**config.mk**
```make
export PLATFORM = sky130hd
export DESIGN_NAME = prs_sequencer
export DESIGN_NICKNAME = d
export VERILOG_FILES = /design/src/core/prs_pkg.sv /design/src/core/prs_timer.sv /design/src/core/prs_sequencer.sv
export SDC_FILE = /design/constraint.sdc
export NUM_CORES = 1
export LEC_CHECK = 0
export BUFFER_PORTS_ARGS = -buffer_cell sky130_fd_sc_hd__buf_4
export CELL_PAD_IN_SITES_DETAIL_PLACEMENT = 0
export CELL_PAD_IN_SITES_GLOBAL_PLACEMENT = 1
export CORE_UTILIZATION = 43
export DETAILED_ROUTE_END_ITERATION = 12
export PLACE_DENSITY_LB_ADDON = 0.08
export REMOVE_ABC_BUFFERS = 1
export SYNTH_ARGS = -nofsm -noshare
export SYNTH_HDL_FRONTEND = slang
export SYNTH_SLANG_ARGS = --single-unit
```
**constraint.sdc**
```tcl
create_clock -name clk_sys -period 2.9 [get_ports clk_sys]
set_input_delay 0.29 -clock clk_sys [delete_from_list [all_inputs] [get_ports clk_sys]]
set_output_delay 0.29 -clock clk_sys [all_outputs]
set_load 0.1 [all_outputs]
```
**src/core/prs_pkg.sv**
```systemverilog
// Constants and types for the power-on reset sequencer.
// Assumes a single 25 MHz system clock; no software-visible registers.
package prs_pkg;

    // Clock rate in kHz
    localparam int CLK_KHZ = 25000;

    // Times in their own units
    localparam int POR_EXT_US = 30; // power_on_extension_time, longest
    localparam int BROWNOUT_EXT_US = 100; // brownout_extension_time, longest
    localparam int FSCM_US = 900; // clock_fail_detect_delay, longest
    localparam int PUD_MAX_MS = 128; // power_up_delay_time, top setting

    // Cycle counts; longest times round down
    localparam int POR_EXT_CYC = POR_EXT_US * CLK_KHZ / 1000;
    localparam int BROWNOUT_EXT_CYC = BROWNOUT_EXT_US * CLK_KHZ / 1000;
    localparam int FSCM_CYC = FSCM_US * CLK_KHZ / 1000;
    localparam int PUD_MAX_CYC = PUD_MAX_MS * CLK_KHZ;

    // Timer width covers the longest count
    localparam int TMR_W = 22;

    // Reset cause flag positions
    localparam int CAUSE_POR_BIT = 0;
    localparam int CAUSE_BROWNOUT_BIT = 1;
    localparam logic [1:0] CAUSE_RESET = 2'h0;

    // Program memory layout
    localparam int PC_W = 24;
    localparam logic [PC_W-1:0] RESET_VECTOR = 24'h00_0000;
    localparam logic [PC_W-1:0] START_PTR_ADDR = 24'h00_0002;
    localparam logic [PC_W-1:0] IVT_BASE = 24'h00_0004;
    localparam logic [PC_W-1:0] IVT_END = 24'h00_00FF;
    localparam logic [PC_W-1:0] AIVT_BASE = 24'h00_0100;
    localparam logic [PC_W-1:0] AIVT_END = 24'h00_01FF;
    localparam logic [PC_W-1:0] VEC_REGION_END = 24'h00_0200;
    localparam logic [PC_W-1:0] PC_STEP = 24'h00_0002;

    // Sequencer states
    typedef enum logic [2:0] {
        PRS_POR_HOLD,
        PRS_POR_EXT,
        PRS_BROWNOUT_EXT,
        PRS_PUD_WAIT,
        PRS_RUN
    } prs_state_t;

    // Supply monitor flags travel together
    typedef struct packed {
        logic por_ok; // supply above power-on threshold
        logic brownout_ok; // supply above brownout_threshold
        logic clk_alive; // activity seen from monitored clock
    } prs_mon_t;

    // Reset status presented to the core
    typedef struct packed {
        logic system_reset;
        logic [1:0] cause;
        logic clk_fail;
    } prs_stat_t;

endpackage : prs_pkg

```
**src/core/prs_timer.sv**
```systemverilog
// Down-counting delay timer for the reset sequencer.
// Assumes load and the count come from logic on clk_sys.
`timescale 1ns/1ps
module prs_timer
(
    input wire logic clk_sys,
    input wire logic rst,
    input wire logic load,
    input wire logic [prs_pkg::TMR_W-1:0] count,
    output logic done
);
    import prs_pkg::*;

    logic [TMR_W-1:0] cnt_r;
    logic [TMR_W-1:0] cnt_nxt;

    // Load wins; otherwise count to zero and stop
    assign cnt_nxt = load ? count : (cnt_r != '0) ? cnt_r - 1'b1 : cnt_r;
    assign done = (cnt_r == '0); // Count only: gating by load would loop through the sequencer

    // Counter state
    always_ff @(posedge clk_sys or posedge rst)
    begin
        if (rst)
            cnt_r <= '0;
        else
            cnt_r <= cnt_nxt;
    end

endmodule : prs_timer

```
**src/core/prs_sequencer.sv**
```systemverilog
// Power-on / brown-out reset sequencer with power-up delay and program counter.
// Assumes monitor flags are asynchronous comparator outputs and clk_sys is free running.
`timescale 1ns/1ps

module prs_sequencer
(
    input wire logic clk_sys,
    input wire logic rst,
    input wire prs_pkg::prs_mon_t mon_in,
    input wire logic [2:0] power_up_delay_select,
    input wire logic [1:0] cause_clear,
    input wire logic alt_table_sel,
    input wire logic pc_advance,
    input wire logic pc_retreat,
    input wire logic pc_load,
    input wire logic [prs_pkg::PC_W-1:0] pc_target,
    input wire logic [7:0] vec_index,
    output prs_pkg::prs_stat_t stat_out,
    output logic [prs_pkg::PC_W-1:0] pc_out,
    output logic [prs_pkg::PC_W-1:0] vec_addr_out,
    output logic pc_in_vec_region
);
    import prs_pkg::*;

    // Two-flop synchronisers for the asynchronous monitor flags
    prs_mon_t mon_s1_r;
    prs_mon_t mon_s2_r;
    always_ff @(posedge clk_sys or posedge rst)
    begin
        if (rst)
        begin
            mon_s1_r <= '0;
            mon_s2_r <= '0;
        end
        else
        begin
            mon_s1_r <= mon_in;
            mon_s2_r <= mon_s1_r;
        end
    end

    wire por_ok = mon_s2_r.por_ok;
    wire brownout_ok = mon_s2_r.brownout_ok;

    // Power-up delay table: 0 ms, then 2,4,...,128 ms in doubling steps
    logic [TMR_W-1:0] pud_cyc;
    always_comb
    begin
        case (power_up_delay_select)
            3'h0: pud_cyc = '0;
            default: pud_cyc = TMR_W'(PUD_MAX_CYC >> (3'h7 - power_up_delay_select));
        endcase
    end

    prs_state_t state_r;
    prs_state_t state_nxt;
    logic load;
    logic [TMR_W-1:0] load_cnt;
    logic tmr_done;
    logic [1:0] cause_r;
    logic [1:0] cause_nxt;
    logic sys_rst_r;

    prs_timer u_timer
    (
        .clk_sys(clk_sys),
        .rst(rst),
        .load(load),
        .count(load_cnt),
        .done(tmr_done)
    );

    // Sequencer: supply loss always pulls back to the matching hold/extension
    always_comb
    begin
        state_nxt = state_r;
        load = 1'b0;
        load_cnt = '0;
        case (state_r)
            PRS_POR_HOLD:
                if (por_ok)
                begin
                    state_nxt = PRS_POR_EXT;
                    load = 1'b1;
                    load_cnt = TMR_W'(POR_EXT_CYC);
                end
            PRS_POR_EXT, PRS_BROWNOUT_EXT, PRS_PUD_WAIT, PRS_RUN:
                if (!por_ok)
                    state_nxt = PRS_POR_HOLD;
                else if (!brownout_ok)
                begin
                    // Restarted on every dip so each recovery gets a full extension
                    state_nxt = PRS_BROWNOUT_EXT;
                    load = 1'b1;
                    load_cnt = TMR_W'(BROWNOUT_EXT_CYC);
                end
                else if (state_r != PRS_RUN && tmr_done)
                begin
                    // Extensions then power-up delay, strictly in turn
                    state_nxt = (state_r == PRS_PUD_WAIT) ? PRS_RUN : PRS_PUD_WAIT;
                    load = (state_r != PRS_PUD_WAIT);
                    load_cnt = pud_cyc;
                end
            default:
                state_nxt = PRS_POR_HOLD;
        endcase
    end

    // Cause flags: set wins over a clear in the same cycle
    assign cause_nxt = (cause_r & ~cause_clear)
        | {(state_r == PRS_BROWNOUT_EXT), 1'b0}
        | {1'b0, (state_r == PRS_POR_HOLD)};

    always_ff @(posedge clk_sys or posedge rst)
    begin
        if (rst)
        begin
            state_r <= PRS_POR_HOLD;
            cause_r <= CAUSE_RESET;
            sys_rst_r <= 1'b1;
        end
        else
        begin
            state_r <= state_nxt;
            cause_r <= cause_nxt;
            sys_rst_r <= (state_nxt != PRS_RUN);
        end
    end

    // Clock-fail monitor: alive flag must toggle within the detect window
    logic alive_d_r;
    logic [TMR_W-1:0] fscm_cnt_r;
    logic clk_fail_r;
    wire alive_edge = mon_s2_r.clk_alive ^ alive_d_r;
    always_ff @(posedge clk_sys or posedge rst)
    begin
        if (rst)
        begin
            alive_d_r <= 1'b0;
            fscm_cnt_r <= '0;
            clk_fail_r <= 1'b0;
        end
        else
        begin
            alive_d_r <= mon_s2_r.clk_alive;
            fscm_cnt_r <= alive_edge ? '0 : (clk_fail_r ? fscm_cnt_r : fscm_cnt_r + 1'b1);
            clk_fail_r <= !alive_edge && (fscm_cnt_r >= TMR_W'(FSCM_CYC - 1));
        end
    end

    // Program counter: reset vector, even steps, loads forced even
    logic [PC_W-1:0] pc_r;
    logic [PC_W-1:0] pc_nxt;
    assign pc_nxt = sys_rst_r ? RESET_VECTOR
        : pc_load ? {pc_target[PC_W-1:1], 1'b0}
        : pc_advance ? pc_r + PC_STEP
        : pc_retreat ? pc_r - PC_STEP
        : pc_r;

    // Vector lookup: one even word per source in the chosen table; indices past its end share its last even word
    logic [PC_W-1:0] vec_nxt;
    assign vec_nxt = (alt_table_sel ? AIVT_BASE : IVT_BASE)
        + {15'h0000, vec_index, 1'b0};

    // Last word of the chosen table
    logic [PC_W-1:0] vec_end;
    assign vec_end = alt_table_sel ? AIVT_END : IVT_END;

    logic in_vec_r;
    logic [PC_W-1:0] vec_r;
    always_ff @(posedge clk_sys or posedge rst)
    begin
        if (rst)
        begin
            pc_r <= RESET_VECTOR;
            vec_r <= IVT_BASE;
            in_vec_r <= 1'b1;
        end
        else
        begin
            pc_r <= pc_nxt;
            // Clamp keeps entries inside their own table, on its last even word
            vec_r <= (vec_nxt > vec_end) ? (vec_end & 24'hFF_FFFE) : vec_nxt;
            in_vec_r <= (pc_nxt < VEC_REGION_END);
        end
    end

    assign stat_out.system_reset = sys_rst_r;
    assign stat_out.cause = cause_r;
    assign stat_out.clk_fail = clk_fail_r;
    assign pc_out = pc_r;
    assign vec_addr_out = vec_r;
    assign pc_in_vec_region = in_vec_r;
endmodule : prs_sequencer

```
Word level (Yosys, flattened, before mapping) --
Cells that the tools add are included.
Operators by class: $add $sub $neg 6, multipliers 0, divide/modulo/power cells 0, magnitude comparators 3, eq/ne operators 8, shifts and indexed selects 1, multiplexer cells 28, bitwise logic cells 5, reductions and logical operators 9
Operator list (count):
- $mux W22 | 8
- $mux W24 | 4
- $pmux W22 S2 | 1
- $add A24 B2 Y24 const B | 1
- $lt A24 B10 Y1 const B | 1
- $sub A24 B2 Y24 const B | 1
- $add A22 B1 Y22 const B | 1
- $ge A22 B15 Y1 const B | 1
- $logic_not A22 Y1 | 1
- $reduce_bool A22 Y1 | 1
- $shr A22 B3 Y22 const A | 1
- $sub A22 B1 Y22 const B | 1
- $mux W10 | 2
- $mux W9 | 2
- $mux W3 | 5
- $add A9 B9 Y10 | 1
- $gt A10 B9 Y1 | 1
- $eq A3 B2 Y1 const B | 2
- $logic_not A3 Y1 | 2
- $ne A3 B3 Y1 const B | 2
- $pmux W3 S2 | 1
- $mux W1 | 4
- $reduce_or A4 Y1 | 1
- $eq A3 B1 Y1 const B | 1
- 13 further kinds | 14
Word-level totals: register bits after elaboration 93, bits in latches 0, RAM bits 0, bits in read-only memories 0, input port bits 46, output and inout bits 53, logic and storage cells 76, memories 0

Logic depth before layout (Yosys ltp) --
Gate-level depths: netlist of run 1.
depth after elaboration 8, depth in mapped cells 11, mapped depth without buffers 9

Hierarchy --
A second synthesis of run 1 with hierarchy kept.
Unflattened totals: cell total of the unflattened synthesis 641, area total of the unflattened synthesis 5665.4 sq um
By module, submodules not included:
- prs_sequencer | times used 1, cells each 505, area each 4399.2 sq um, seq. area each 1730.4 sq um
- prs_timer | times used 1, cells each 136, area each 1266.2 sq um, seq. area each 550.5 sq um

Worst setup path before layout of run 1 --
OpenSTA, ideal clock, no wires.
kind register to register, start register pc_r[5], in the netlist pc_out[5], end register in_vec_r, in the netlist pc_in_vec_region, library setup time 0.090 ns, data arrival time 3.181 ns, required time 2.810 ns, path slack -0.371 ns, cell stages (with the launch flop) 9, path buffers 1, clock period less this slack 3.271 ns, cells stage by stage dfrtp_1 > buf_2 > nand4_1 > nor4_1 > a22oi_1 > xnor2_1 > o31a_1 > or3_1 > nor4_2
Between the ends: word-level cells in the longest chain between the ends 6
Ends and longest elaborated chain:
- start: declaration | line prs_sequencer.sv:152 | logic [PC_W-1:0] pc_r;
- start signal: assignment | line prs_sequencer.sv:181 | pc_r <= pc_nxt;
- $sub A24 B2 Y24 | line prs_sequencer.sv:157 | : pc_retreat ? pc_r - PC_STEP
- $mux W24 | line prs_sequencer.sv:157
- $mux W24 * | line prs_sequencer.sv:156 | : pc_advance ? pc_r + PC_STEP
- $mux W24 * | line prs_sequencer.sv:155 | : pc_load ? {pc_target[PC_W-1:1], 1'b0}
- $mux W24 * | line prs_sequencer.sv:154 | assign pc_nxt = sys_rst_r ? RESET_VECTOR
- $lt A24 B10 Y1 * | line prs_sequencer.sv:184 | in_vec_r <= (pc_nxt < VEC_REGION_END);
- end signal: assignment | line prs_sequencer.sv:184
- end: declaration | line prs_sequencer.sv:169 | logic in_vec_r;
Mark *: on every way between the ends. The rest lies on a longest branch, timed or not. A chain may end at the register's enable or synchronous reset.

Worst setup path in the final report of run 1 --
start register pc_r[1], in the netlist pc_out[1], end register in_vec_r, in the netlist pc_in_vec_region
The elaborated chain is that of the path after synthesis.

==> flow_metrics.tcl, run 1 <==
set metrics [dict create \
    outcome "finished, violations left" \
    violated_checks "negative hold slack" \
    ant_nets 0 \
    worst_hold_slack_ns -0.00818 \
    path_clk_slew_ns 0.07 \
    rr_worst_depth 8 \
    wl_met1_mm 6.68 \
    p_per_area_nw_per_um2 467 \
    postRouteWirelength_mm 14.8 \
    maxSlewHeadroom_pct 35.5 \
    finish.instance_area_um2 7030 \
    number_of_inserted_filler_cells_in_the_final_layout 1240 \
    io_count 99 \
    average_vias_per_placed_instance 5.51 \
    rr_endpoint "pc_in_vec_region$_DFF_PP1_" \
    cts_tree "yes" \
    postSynth.topFlopCell "sky130_fd_sc_hd__dfrtp_1" \
    die_w_um 117 \
    worst-endpoint-arrival_ns 3.09 \
    detail_route.iter0.violations 309 \
    critical_path.endpoint "pc_in_vec_region$_DFF_PP1_" \
    ir_drop_mv 0.362 \
    holdBufCountCts 0 \
    max_freq_mhz 354 \
    finalCoreUtilization_pct 54.8 \
    place_inst 927 \
    numCtsBuffers 9 \
    share_of_the_clock_period_used_by_the_worst_path_after_layout_pct 97.4 \
    dr_wl_met3_um 773 \
    place.gp.congestion 0.887 \
    syn-cell-area_um2 5730 \
    finish.net_count 827 \
    p_leak_nw 3.12 \
    detail_route.wl_per_cell_um 15.7 \
    multiInputGateArea_um2 3170 \
    hpwlAfterDp_mm 11.0 \
    postSynthCellCount 667 \
    topRoutingLayerUsed "met4" \
    max_cap_violations 0 \
    grt_pass1_wl_mm 24.7 \
    tritoncts_num_sinks 91 \
    pin_count_of_the_biggest_net_entering_global_routing 40 \
    r2r-start "pc_out[1]$_DFFE_PP0P_" \
    fp.dieArea_um2 13800 \
    final.min_clock_period_ns 2.82 \
    dr.pass1.iters 5 \
    worstSetupEndpointType "flop" \
    io_buffers 81 \
    worstPathMaxFanout 4 \
    worst-setup-path-type "reg -> reg" \
    yosysSeqAreaShare_pct 39.8 \
    dr_wl_met2_mm 7.16 \
    overflow 0 \
    route.detailed.drc 0 \
    synthArstFlopShare_pct 100 \
    finClkSkew_ns 0.00561 \
    warnings_from_yosys 0 \
    maxSlewViolCount 0 \
    worst_setup_startpoint "pc_out[1]$_DFFE_PP0P_" \
    placeableCoreArea_um2 12800 \
    clock_tree.htree_level_count 3 \
    synth-seq-cells 91 \
    synthToLayoutAreaGrowth_pct 22.6 \
    synth.avg_cell_area_um2 8.60 \
    crit_path_required_time_ns 3.16 \
    layoutNonFillerInstCount 944 \
    fp-row-count 41 \
    num_vias 5202 \
    cts_max_path_buffers 2 \
    cts_root_buffer "sky130_fd_sc_hd__clkbuf_16" \
    seqCellArea_um2 2280 \
    final_hold_viol_count 15 \
    drive_above_1_share_pct 21.5 \
    grt_util_overall_pct 22.2 \
    start_util_pct 44.7 \
    worstMarginPinSlew_ns 0.958 \
    setup_viol 0 \
    antenna_found_initial 0 \
    die_y_um 117 \
    hold_class "in -> async" \
    ys_types 66 \
    startpoint_type "flop" \
    clock_latency_ns 0.35 \
    antenna_cells_inserted 0 \
    r2r_setup_slack_ns 0.08 \
    number_of_global_route_vias_before_repair 4968 \
    synth_edf_count 0 \
    placement.cell_area_um2 6700 \
]
[layout make-up]
| cell class | instances | share of cell area (%) |
|---|---|---|
| Tap cell | 172 | 3.06 |
| Timing Repair Buffer | 127 | 13.7 |
| Clock inverter | 7 | 1.14 |
| Sequential cell | 91 | 32.4 |
| Clock buffer | 9 | 3.20 |
| Inverter | 23 | 1.25 |
| Multi-Input combinational cell | 515 | 45.2 |
[worst max-delay path: stages (launching register included)]
cell	delay (ns)
sky130_fd_sc_hd__dfrtp_1	0.38
sky130_fd_sc_hd__ha_1	0.21
sky130_fd_sc_hd__nand2_1	0.09
sky130_fd_sc_hd__nor4_1	0.82
sky130_fd_sc_hd__a22oi_1	0.26
sky130_fd_sc_hd__xnor2_1	0.20
sky130_fd_sc_hd__o31a_1	0.28
sky130_fd_sc_hd__or3_1	0.34
sky130_fd_sc_hd__nor4_2	0.15
[kinds of logic after synthesis]
kind of cell / after synthesis / share of synthesized area, %
compound gates: 126 / 14.6
xor+xnor: 53 / 8.10
fa+ha+maj: 14 / 3.06
buf+inv: 77 / 6.44
flops: 91 / 39.8
mux: 6 / 1.13
other cells: 1 / 0.0654
simple gates: 299 / 26.8
[sequential cells by signal, indices dropped and copies added, names as in the netlist, 2 cells and up]
signal         cells
cause_r            2
u_timer.cnt_r     22
fscm_cnt_r        22
vec_addr_out       9
pc_out            23
mon_s1_r           3
state_r            3
[layout by cell type, fill, tap and decap left out, types with 3 or more instances in the layout]
| cell | n |
|---|---|
| sky130_fd_sc_hd__dfstp_2 | 3 |
| sky130_fd_sc_hd__clkbuf_16 | 9 |
| sky130_fd_sc_hd__o31ai_1 | 5 |
| sky130_fd_sc_hd__dfrtp_1 | 88 |
| sky130_fd_sc_hd__nor4_1 | 18 |
| sky130_fd_sc_hd__nor2b_1 | 4 |
| sky130_fd_sc_hd__nand3_1 | 28 |
| sky130_fd_sc_hd__buf_4 | 126 |
| sky130_fd_sc_hd__a21o_1 | 3 |
| sky130_fd_sc_hd__a32oi_1 | 5 |
| sky130_fd_sc_hd__nor3_1 | 28 |
| sky130_fd_sc_hd__a21oi_1 | 38 |
| sky130_fd_sc_hd__o21ai_0 | 24 |
| sky130_fd_sc_hd__or4b_2 | 3 |
| sky130_fd_sc_hd__mux2i_1 | 5 |
| sky130_fd_sc_hd__xnor2_1 | 25 |
| sky130_fd_sc_hd__o22ai_1 | 4 |
| sky130_fd_sc_hd__nor2_1 | 84 |
| sky130_fd_sc_hd__a31oi_1 | 4 |
| sky130_fd_sc_hd__nor3b_1 | 6 |
| sky130_fd_sc_hd__inv_6 | 3 |
| sky130_fd_sc_hd__or3_1 | 11 |
| sky130_fd_sc_hd__and4_1 | 6 |
| sky130_fd_sc_hd__or4_1 | 6 |
| sky130_fd_sc_hd__ha_1 | 14 |
| sky130_fd_sc_hd__nand4_1 | 14 |
| sky130_fd_sc_hd__a22oi_1 | 6 |
| sky130_fd_sc_hd__conb_1 | 17 |
| sky130_fd_sc_hd__xor2_1 | 28 |
| sky130_fd_sc_hd__nand2b_1 | 7 |
| sky130_fd_sc_hd__a221o_1 | 3 |
| sky130_fd_sc_hd__a22o_1 | 3 |
| sky130_fd_sc_hd__nand3b_1 | 6 |
| sky130_fd_sc_hd__and2_1 | 4 |
| sky130_fd_sc_hd__inv_1 | 22 |
| sky130_fd_sc_hd__nand2_1 | 59 |
| sky130_fd_sc_hd__o211ai_1 | 4 |
[worst min path at each step]
| stage | startpoint | endpoint | slack, ns | cells after the start |
|---|---|---|---|---|
| after detailed placement | mon_s1_r[2]$_DFF_PP0_ | por_ok$_DFF_PP0_ | 0.34 | 0 |
| after floorplan | mon_in[0] | mon_s1_r[0]$_DFF_PP0_ | 0.32 | 0 |
| final | rst | fscm_cnt_r[18]$_DFFE_PP0P_ | -0.008 | 2 |
| after CTS | rst | vec_addr_out[9]$_DFF_PP0_ | 0.0006 | 2 |
| after global placement | mon_s1_r[1]$_DFF_PP0_ | brownout_ok$_DFF_PP0_ | 0.34 | 0 |
| after global routing | mon_in[2] | mon_s1_r[2]$_DFF_PP0_ | 0.03 | 1 |
[synth_stat cells (7+ instances only)]
cell type,count,area [µm²]
sky130_fd_sc_hd__dfrtp_1,88,2200
sky130_fd_sc_hd__nor2_1,84,315
sky130_fd_sc_hd__nand2_1,59,221
sky130_fd_sc_hd__a21oi_1,39,195
sky130_fd_sc_hd__nor3_1,29,145
sky130_fd_sc_hd__nand3_1,28,140
sky130_fd_sc_hd__xor2_1,28,245
sky130_fd_sc_hd__clkbuf_1,27,101
sky130_fd_sc_hd__xnor2_1,25,219
sky130_fd_sc_hd__o21ai_0,24,120
sky130_fd_sc_hd__inv_1,23,86.3
sky130_fd_sc_hd__nor4_1,19,119
sky130_fd_sc_hd__buf_4,18,135
sky130_fd_sc_hd__ha_1,14,175
sky130_fd_sc_hd__nand4_1,14,87.6
sky130_fd_sc_hd__or3_1,12,75.1
sky130_fd_sc_hd__nand2b_1,7,43.8
[repair_timing]
item                       CTS  global route
gates resized for setup      0             4
setup endpoints to repair    0             2
buffers inserted             0             1
[power breakdown]
group / internal [W] / switching [W] / leakage (nW)
Clock: 0.000682 / 0.000536 / 0.149
Combinational: 0.000225 / 0.000447 / 1.79
Sequential: 0.00133 / 0.0000604 / 1.18
Total: 0.00224 / 0.00104 / 3.12
[layer usage]
layer	vias to the layer above	global-route usage [%]
met5	-	0
met4	0	5.93
met3	19	5.28
met2	162	36.5
met1	2458	29.1
li1	2563	-
[through the flow]
stage | total power [W] | setup slack [ns] | setup TNS (ns)
floorplan | 0.00188 | -0.445 | -1.36
global placement | 0.00207 | 0.0727 | 0
detailed placement | 0.00208 | 0.0303 | 0
CTS | 0.00332 | 0.0192 | 0
global route | 0.00344 | -0.0210 | -0.0432
finish | 0.00328 | 0.0755 | 0
No activity file was read; power rests on OpenSTA's default activity.
==> inputs of run 2 (changes only) <==
- RECOVER_POWER: not set -> 50
==> run 2 against run 1 <==
  * The run ends with max-capacitance violations left
  * Wire length is 0.36% higher
  * Largest cell class unchanged
  * Worst setup slack worse by 0.0023 ns
  * First-iteration DRC count is 7.4% higher
  * Cell count stayed put
  * Die area stayed put
  * Global-route usage stayed put
  * Non-clock buffer count stayed put
  * Sequential power hardly changed
  * Clock skew hardly changed
==> flow_metrics.tcl, run 2 (same netlist as run 1, synthesis figures left out) <==
set metrics [dict create \
    io_count 99 \
    grt_pass1_wl_mm 24.7 \
    detail_route.wl_per_cell_um 15.7 \
    cts_tree "yes" \
    outcome "finished, violations left" \
    worst-setup-path-type "reg -> reg" \
    antenna_cells_inserted 0 \
    final_hold_viol_count 0 \
    worst_hold_slack_ns 0.0642 \
    clock_tree.htree_level_count 3 \
    postRouteWirelength_mm 14.9 \
    finish.net_count 827 \
    final.min_clock_period_ns 2.83 \
    finClkSkew_ns 0.00515 \
    path_clk_slew_ns 0.07 \
    maxSlewHeadroom_pct 1.95 \
    place.gp.congestion 0.887 \
    numCtsBuffers 9 \
    hpwlAfterDp_mm 11.0 \
    violated_checks "max-capacitance violations" \
    die_w_um 117 \
    layout_common_cells "sky130_fd_sc_hd__buf_4 (117), sky130_fd_sc_hd__dfrtp_1 (88), sky130_fd_sc_hd__nor2_1 (84), sky130_fd_sc_hd__nand2_1 (59), sky130_fd_sc_hd__a21oi_1 (38)" \
    critical_path_max_stage_delay_ns 0.82 \
    critical_path_cell_with_the_highest_stage_delay "sky130_fd_sc_hd__nor4_1" \
    startpoint_type "flop" \
    tritoncts_num_sinks 91 \
    antenna_found_initial 0 \
    holdBufCountCts 0 \
    critical_path_depth 8 \
    worst-endpoint-arrival_ns 3.09 \
    number_of_global_route_vias_before_repair 4968 \
    overflow 0 \
    r2r_setup_slack_ns 0.07 \
    layoutNonFillerInstCount 944 \
    worstMarginPinSlew_ns 1.46 \
    fp-row-count 41 \
    setup_viol 0 \
    r2r-start "pc_out[1]$_DFFE_PP0P_" \
    io_buffers 81 \
    drive_above_1_share_pct 20.9 \
    place_inst 927 \
    worstPathMaxFanout 4 \
    max_cap_violations 1 \
    maxSlewViolCount 0 \
    max_ffs_per_register 23 \
    hold_class "in -> reg" \
    worst_path_dominant_cell_family "simple AND/OR/NAND/NOR gates" \
    start_util_pct 44.7 \
    worstSetupEndpointType "flop" \
    finish.instance_area_um2 7000 \
    max_freq_mhz 354 \
    critical_path.endpoint "pc_in_vec_region$_DFF_PP1_" \
    rr_endpoint "pc_in_vec_region$_DFF_PP1_" \
    finalCoreUtilization_pct 54.5 \
    ir_drop_mv 0.362 \
    timing.critical_path.buf_inv 0 \
    dr.pass1.iters 5 \
    p_leak_nw 3.09 \
    placeableCoreArea_um2 12800 \
    ant_nets 0 \
    fp.dieArea_um2 13800 \
    route.detailed.drc 0 \
    num_vias 5194 \
    cp_cell_sequence "ha_1 -> nand2_1 -> nor4_1 -> a22oi_1 -> xnor2_1 -> o31a_1 -> or3_1 -> nor4_2" \
    placement.cell_area_um2 6700 \
    clock_latency_ns 0.35 \
    worst_setup_startpoint "pc_out[1]$_DFFE_PP0P_" \
    die_y_um 117 \
    cts_max_path_buffers 2 \
    average_vias_per_placed_instance 5.50 \
    p_per_area_nw_per_um2 468 \
    share_of_the_clock_period_used_by_the_worst_path_after_layout_pct 97.5 \
    rr_worst_depth 8 \
    pin_count_of_the_biggest_net_entering_global_routing 40 \
    cts_root_buffer "sky130_fd_sc_hd__clkbuf_16" \
    synthToLayoutAreaGrowth_pct 22.0 \
    grt_util_overall_pct 22.2 \
    detail_route.iter0.violations 332 \
    most_frequent_standard_cell_in_the_layout_excluding_fill_and_tap_cells "sky130_fd_sc_hd__buf_4" \
    crit_path_required_time_ns 3.16 \
]
-- run 2: cell types whose count changed in the layout (fill, tap and decap cells not counted), sizes merged --
cell,change
clkbuf,+10
clkinv,-1
buf,-10
clkinvlp,+1
-- run 2: area by class of cell --
class / count / area, µm²
fillers: 1246 / 5830
multi-input cells: 515 / 3170
flip-flops and latches: 91 / 2280
repair buffers: 127 / 932
clock buffers: 9 / 225
well taps: 172 / 215
inverters: 23 / 87.6
clock inverters: 7 / 80.1
-- run 2: worst min-delay path by stage --
stage                                from                        end  cells past startpoint
floorplan                       mon_in[0]      mon_s1_r[0]$_DFF_PP0_                      0
global placement    mon_s1_r[1]$_DFF_PP0_      brownout_ok$_DFF_PP0_                      0
detailed placement  mon_s1_r[2]$_DFF_PP0_           por_ok$_DFF_PP0_                      0
CTS                                   rst  vec_addr_out[9]$_DFF_PP0_                      2
global route                    mon_in[2]      mon_s1_r[2]$_DFF_PP0_                      1
finish                          mon_in[1]      mon_s1_r[1]$_DFF_PP0_                      1
-- run 2: metrics by stage --
step	TNS [ns]	worst slack (ns)	power [W]
final	0	0.0732	0.00327
after global routing	-0.0432	-0.0210	0.00343
after CTS	0	0.0192	0.00332
after detailed placement	0	0.0303	0.00208
after global placement	0	0.0727	0.00207
after floorplan	-1.36	-0.445	0.00188
-- run 2: repair_timing --
item	in CTS	in global routing
buffers inserted	0	1
gates resized for setup	0	4
setup endpoints to repair	0	2
-- run 2: worst reg2reg max path, stage by stage (launching register included) --
cell,delay (ns)
sky130_fd_sc_hd__dfrtp_1,0.38
sky130_fd_sc_hd__ha_1,0.21
sky130_fd_sc_hd__nand2_1,0.09
sky130_fd_sc_hd__nor4_1,0.82
sky130_fd_sc_hd__a22oi_1,0.26
sky130_fd_sc_hd__xnor2_1,0.20
sky130_fd_sc_hd__o31a_1,0.28
sky130_fd_sc_hd__or3_1,0.34
sky130_fd_sc_hd__nor4_2,0.15
-- run 2: report_power, final --
group | internal, W | leakage [nW] | switching (W)
registers | 0.00133 | 1.18 | 0.0000604
logic | 0.000217 | 1.76 | 0.000447
clock network | 0.000682 | 0.149 | 0.000535
-- run 2: metal layers --
metal	global-route usage (%)	part of all wire, %	vias up
met5	0	0	-
met4	5.93	1.2	0
met3	5.28	5.4	17
met2	36.5	48	153
met1	29.1	45	2462
li1	-	-	2562
==> inputs of run 3 (changes only) <==
==> constraint.sdc (replaced) <==
create_clock -name clk_sys -period 2.9 [get_ports clk_sys]
set_input_delay 0.435 -clock clk_sys [delete_from_list [all_inputs] [get_ports clk_sys]]
set_output_delay 0.435 -clock clk_sys [all_outputs]
set_load 0.1 [all_outputs]
==> run 3 against run 2 <==
  * The run ends with max-capacitance violations, max-slew violations left
  * Cell count grew 0.21%
  * Sequential power hardly changed
  * Power fell by 2.1%
==> flow_metrics.tcl, run 3 (same netlist as run 1, synthesis figures left out) <==
set metrics [dict create \
    outcome "finished, violations left" \
    violated_checks "max-capacitance violations, max-slew violations" \
    number_of_inserted_filler_cells_in_the_final_layout 1199 \
    worstMarginPinSlew_ns 2.26 \
    drive_above_1_share_pct 21.6 \
    comb_power_share_pct 20.9 \
    worst-setup-path-type "reg -> reg" \
    placeableCoreArea_um2 12800 \
    busiest_layer "met2" \
    postRouteWirelength_mm 15.0 \
    io_buffers 81 \
    p_leak_nw 3.11 \
    startpoint_type "flop" \
    holdBufCountCts 0 \
    worstSetupEndpointType "flop" \
    synthToLayoutAreaGrowth_pct 22.5 \
    grt_setup_unrepaired "no" \
    antenna_found_initial 0 \
    antenna_cells_inserted 0 \
    cts_root_buffer "sky130_fd_sc_hd__clkbuf_16" \
    multiInputGateArea_um2 3190 \
    layout_common_cells "sky130_fd_sc_hd__buf_4 (122), sky130_fd_sc_hd__dfrtp_1 (88), sky130_fd_sc_hd__nor2_1 (84), sky130_fd_sc_hd__nand2_1 (59), sky130_fd_sc_hd__a21oi_1 (39)" \
    tritoncts_num_sinks 91 \
    cts_max_path_buffers 2 \
    worst-endpoint-arrival_ns 3.03 \
    worst_hold_slack_ns 0.215 \
    setup_viol 0 \
    clock_tree.htree_level_count 3 \
    place.gp.congestion 0.889 \
    start_util_pct 44.7 \
    share_of_the_clock_period_used_by_the_worst_path_after_layout_pct 96.5 \
    pin_count_of_the_biggest_net_entering_global_routing 52 \
    detail_route.wl_per_cell_um 15.8 \
    switchingPower_w 0.00102 \
    overflow 0 \
    p_per_area_nw_per_um2 457 \
    finClkSkew_ns 0.00470 \
    fp.dieArea_um2 13800 \
    clk_network_pwr_share_pct 35.6 \
    fp-row-count 41 \
    ir_drop_mv 0.339 \
    io_count 99 \
    ant_nets 0 \
    route.detailed.drc 0 \
    final_hold_viol_count 0 \
    share_seq_of_total_power_pct 43.5 \
    maxSlewViolCount 41 \
    die_y_um 117 \
    clock_latency_ns 0.35 \
    average_vias_per_placed_instance 5.56 \
    most_frequent_standard_cell_in_the_layout_excluding_fill_and_tap_cells "sky130_fd_sc_hd__buf_4" \
    p_total_w 0.00321 \
    die_w_um 117 \
    grtUsageMet3_pct 5.28 \
    sw_frac_of_total_pct 31.8 \
    maxSlewHeadroom_pct -50.6 \
    number_of_global_route_vias_before_repair 5160 \
    dp_slack_ns -0.0379 \
    finalWorstSetupSlack_ns 0.102 \
    max_cap_violations 1 \
    grt_util_overall_pct 22.6 \
    seqCellArea_um2 2280 \
    grt_pass1_wl_mm 25.3 \
    finish.net_count 830 \
    num_vias 5260 \
    crit_path_required_time_ns 3.13 \
    hold_class "in -> reg" \
    cell_internal_pwr_w 0.00219 \
    finalCoreUtilization_pct 54.8 \
    dr.pass1.iters 6 \
    globalRouteMet1Util_pct 29.5 \
    max_freq_mhz 357 \
    max_ffs_per_register 23 \
    detail_route.iter0.violations 307 \
    final.min_clock_period_ns 2.80 \
    hpwlAfterDp_mm 11.1 \
    path_clk_slew_ns 0.06 \
    numCtsBuffers 9 \
    cts_tree "yes" \
    gr-usage-met2_pct 37.3 \
    worstPathMaxFanout 5 \
]
## run 3: cell count changes in the layout (fill, tap and decap cells not counted), sizes merged
cell	change
buf	+5
inv	-2
bufinv	-1
## run 3: what timing repair did
item                                    4_1_cts  5_1_grt
endpoints found under the hold margin         0        0
endpoints found under the setup margin        0       13
buffers inserted                              0        2
resized for setup                             0        7
## run 3: routing by layer
metal  up-vias  wire (µm)
met5         -          0
met4         0        199
met3        19        805
met2       156       7170
met1      2522       6780
li1       2563          -
## run 3: layout make-up
cell class	count	share of cell area, %
clock buffer	11	3.60
clock inverter	4	0.481
inverter	23	1.25
multi-input combinational	515	45.4
sequential	91	32.5
tap	172	3.06
timing repair buffer	130	13.7
## run 3: final timing paths
kind                                                     end                     startpoint  slack, ns  depth (start not counted)
worst max-delay path            u_timer.cnt_r[1]$_DFFE_PP0P_  u_timer.cnt_r[16]$_DFFE_PP0P_       0.10                          7
worst min-delay path                   mon_s1_r[1]$_DFF_PP0_                      mon_in[1]       0.22                          1
worst max register to register  u_timer.cnt_r[1]$_DFFE_PP0P_  u_timer.cnt_r[16]$_DFFE_PP0P_       0.10                          7
worst min register to register         brownout_ok$_DFF_PP0_          mon_s1_r[1]$_DFF_PP0_       0.35                          0
max in group asynchronous              pc_out[7]$_DFFE_PP0P_                            rst       0.66                          3
min in group asynchronous         fscm_cnt_r[17]$_DFFE_PP0P_                            rst       0.54                          3
## run 3: power by group through the flow
| stage | Sequential, W | Combinational, W | Clock (W) |
|---|---|---|---|
| 2_1_floorplan | 0.00151 | 0.000366 | 0 |
| 3_3_place_gp | 0.00141 | 0.000658 | 0 |
| 3_5_place_dp | 0.00142 | 0.000669 | 0 |
| 4_1_cts | 0.00139 | 0.000673 | 0.00118 |
| 5_1_grt | 0.00140 | 0.000733 | 0.00124 |
| 6_report | 0.00140 | 0.000670 | 0.00114 |
## run 3: critical path, cell delays in order (launching register included)
cell                       delay (ns)
sky130_fd_sc_hd__dfrtp_1         0.39
sky130_fd_sc_hd__or4_4           0.56
sky130_fd_sc_hd__or3_4           0.38
sky130_fd_sc_hd__or4_4           0.54
sky130_fd_sc_hd__a211oi_2        0.20
sky130_fd_sc_hd__o31ai_2         0.12
sky130_fd_sc_hd__and2_1          0.21
sky130_fd_sc_hd__mux2_4          0.29
## run 3: through the flow
step / TNS [ns] / std cells / cell area [µm²]
after floorplan: -1.36 / 629 / 5510
after global placement: 0 / 929 / 6700
after detailed placement: -0.0379 / 929 / 6700
after CTS: 0 / 944 / 6990
after global routing: 0 / 946 / 7020
final: 0 / 946 / 7020
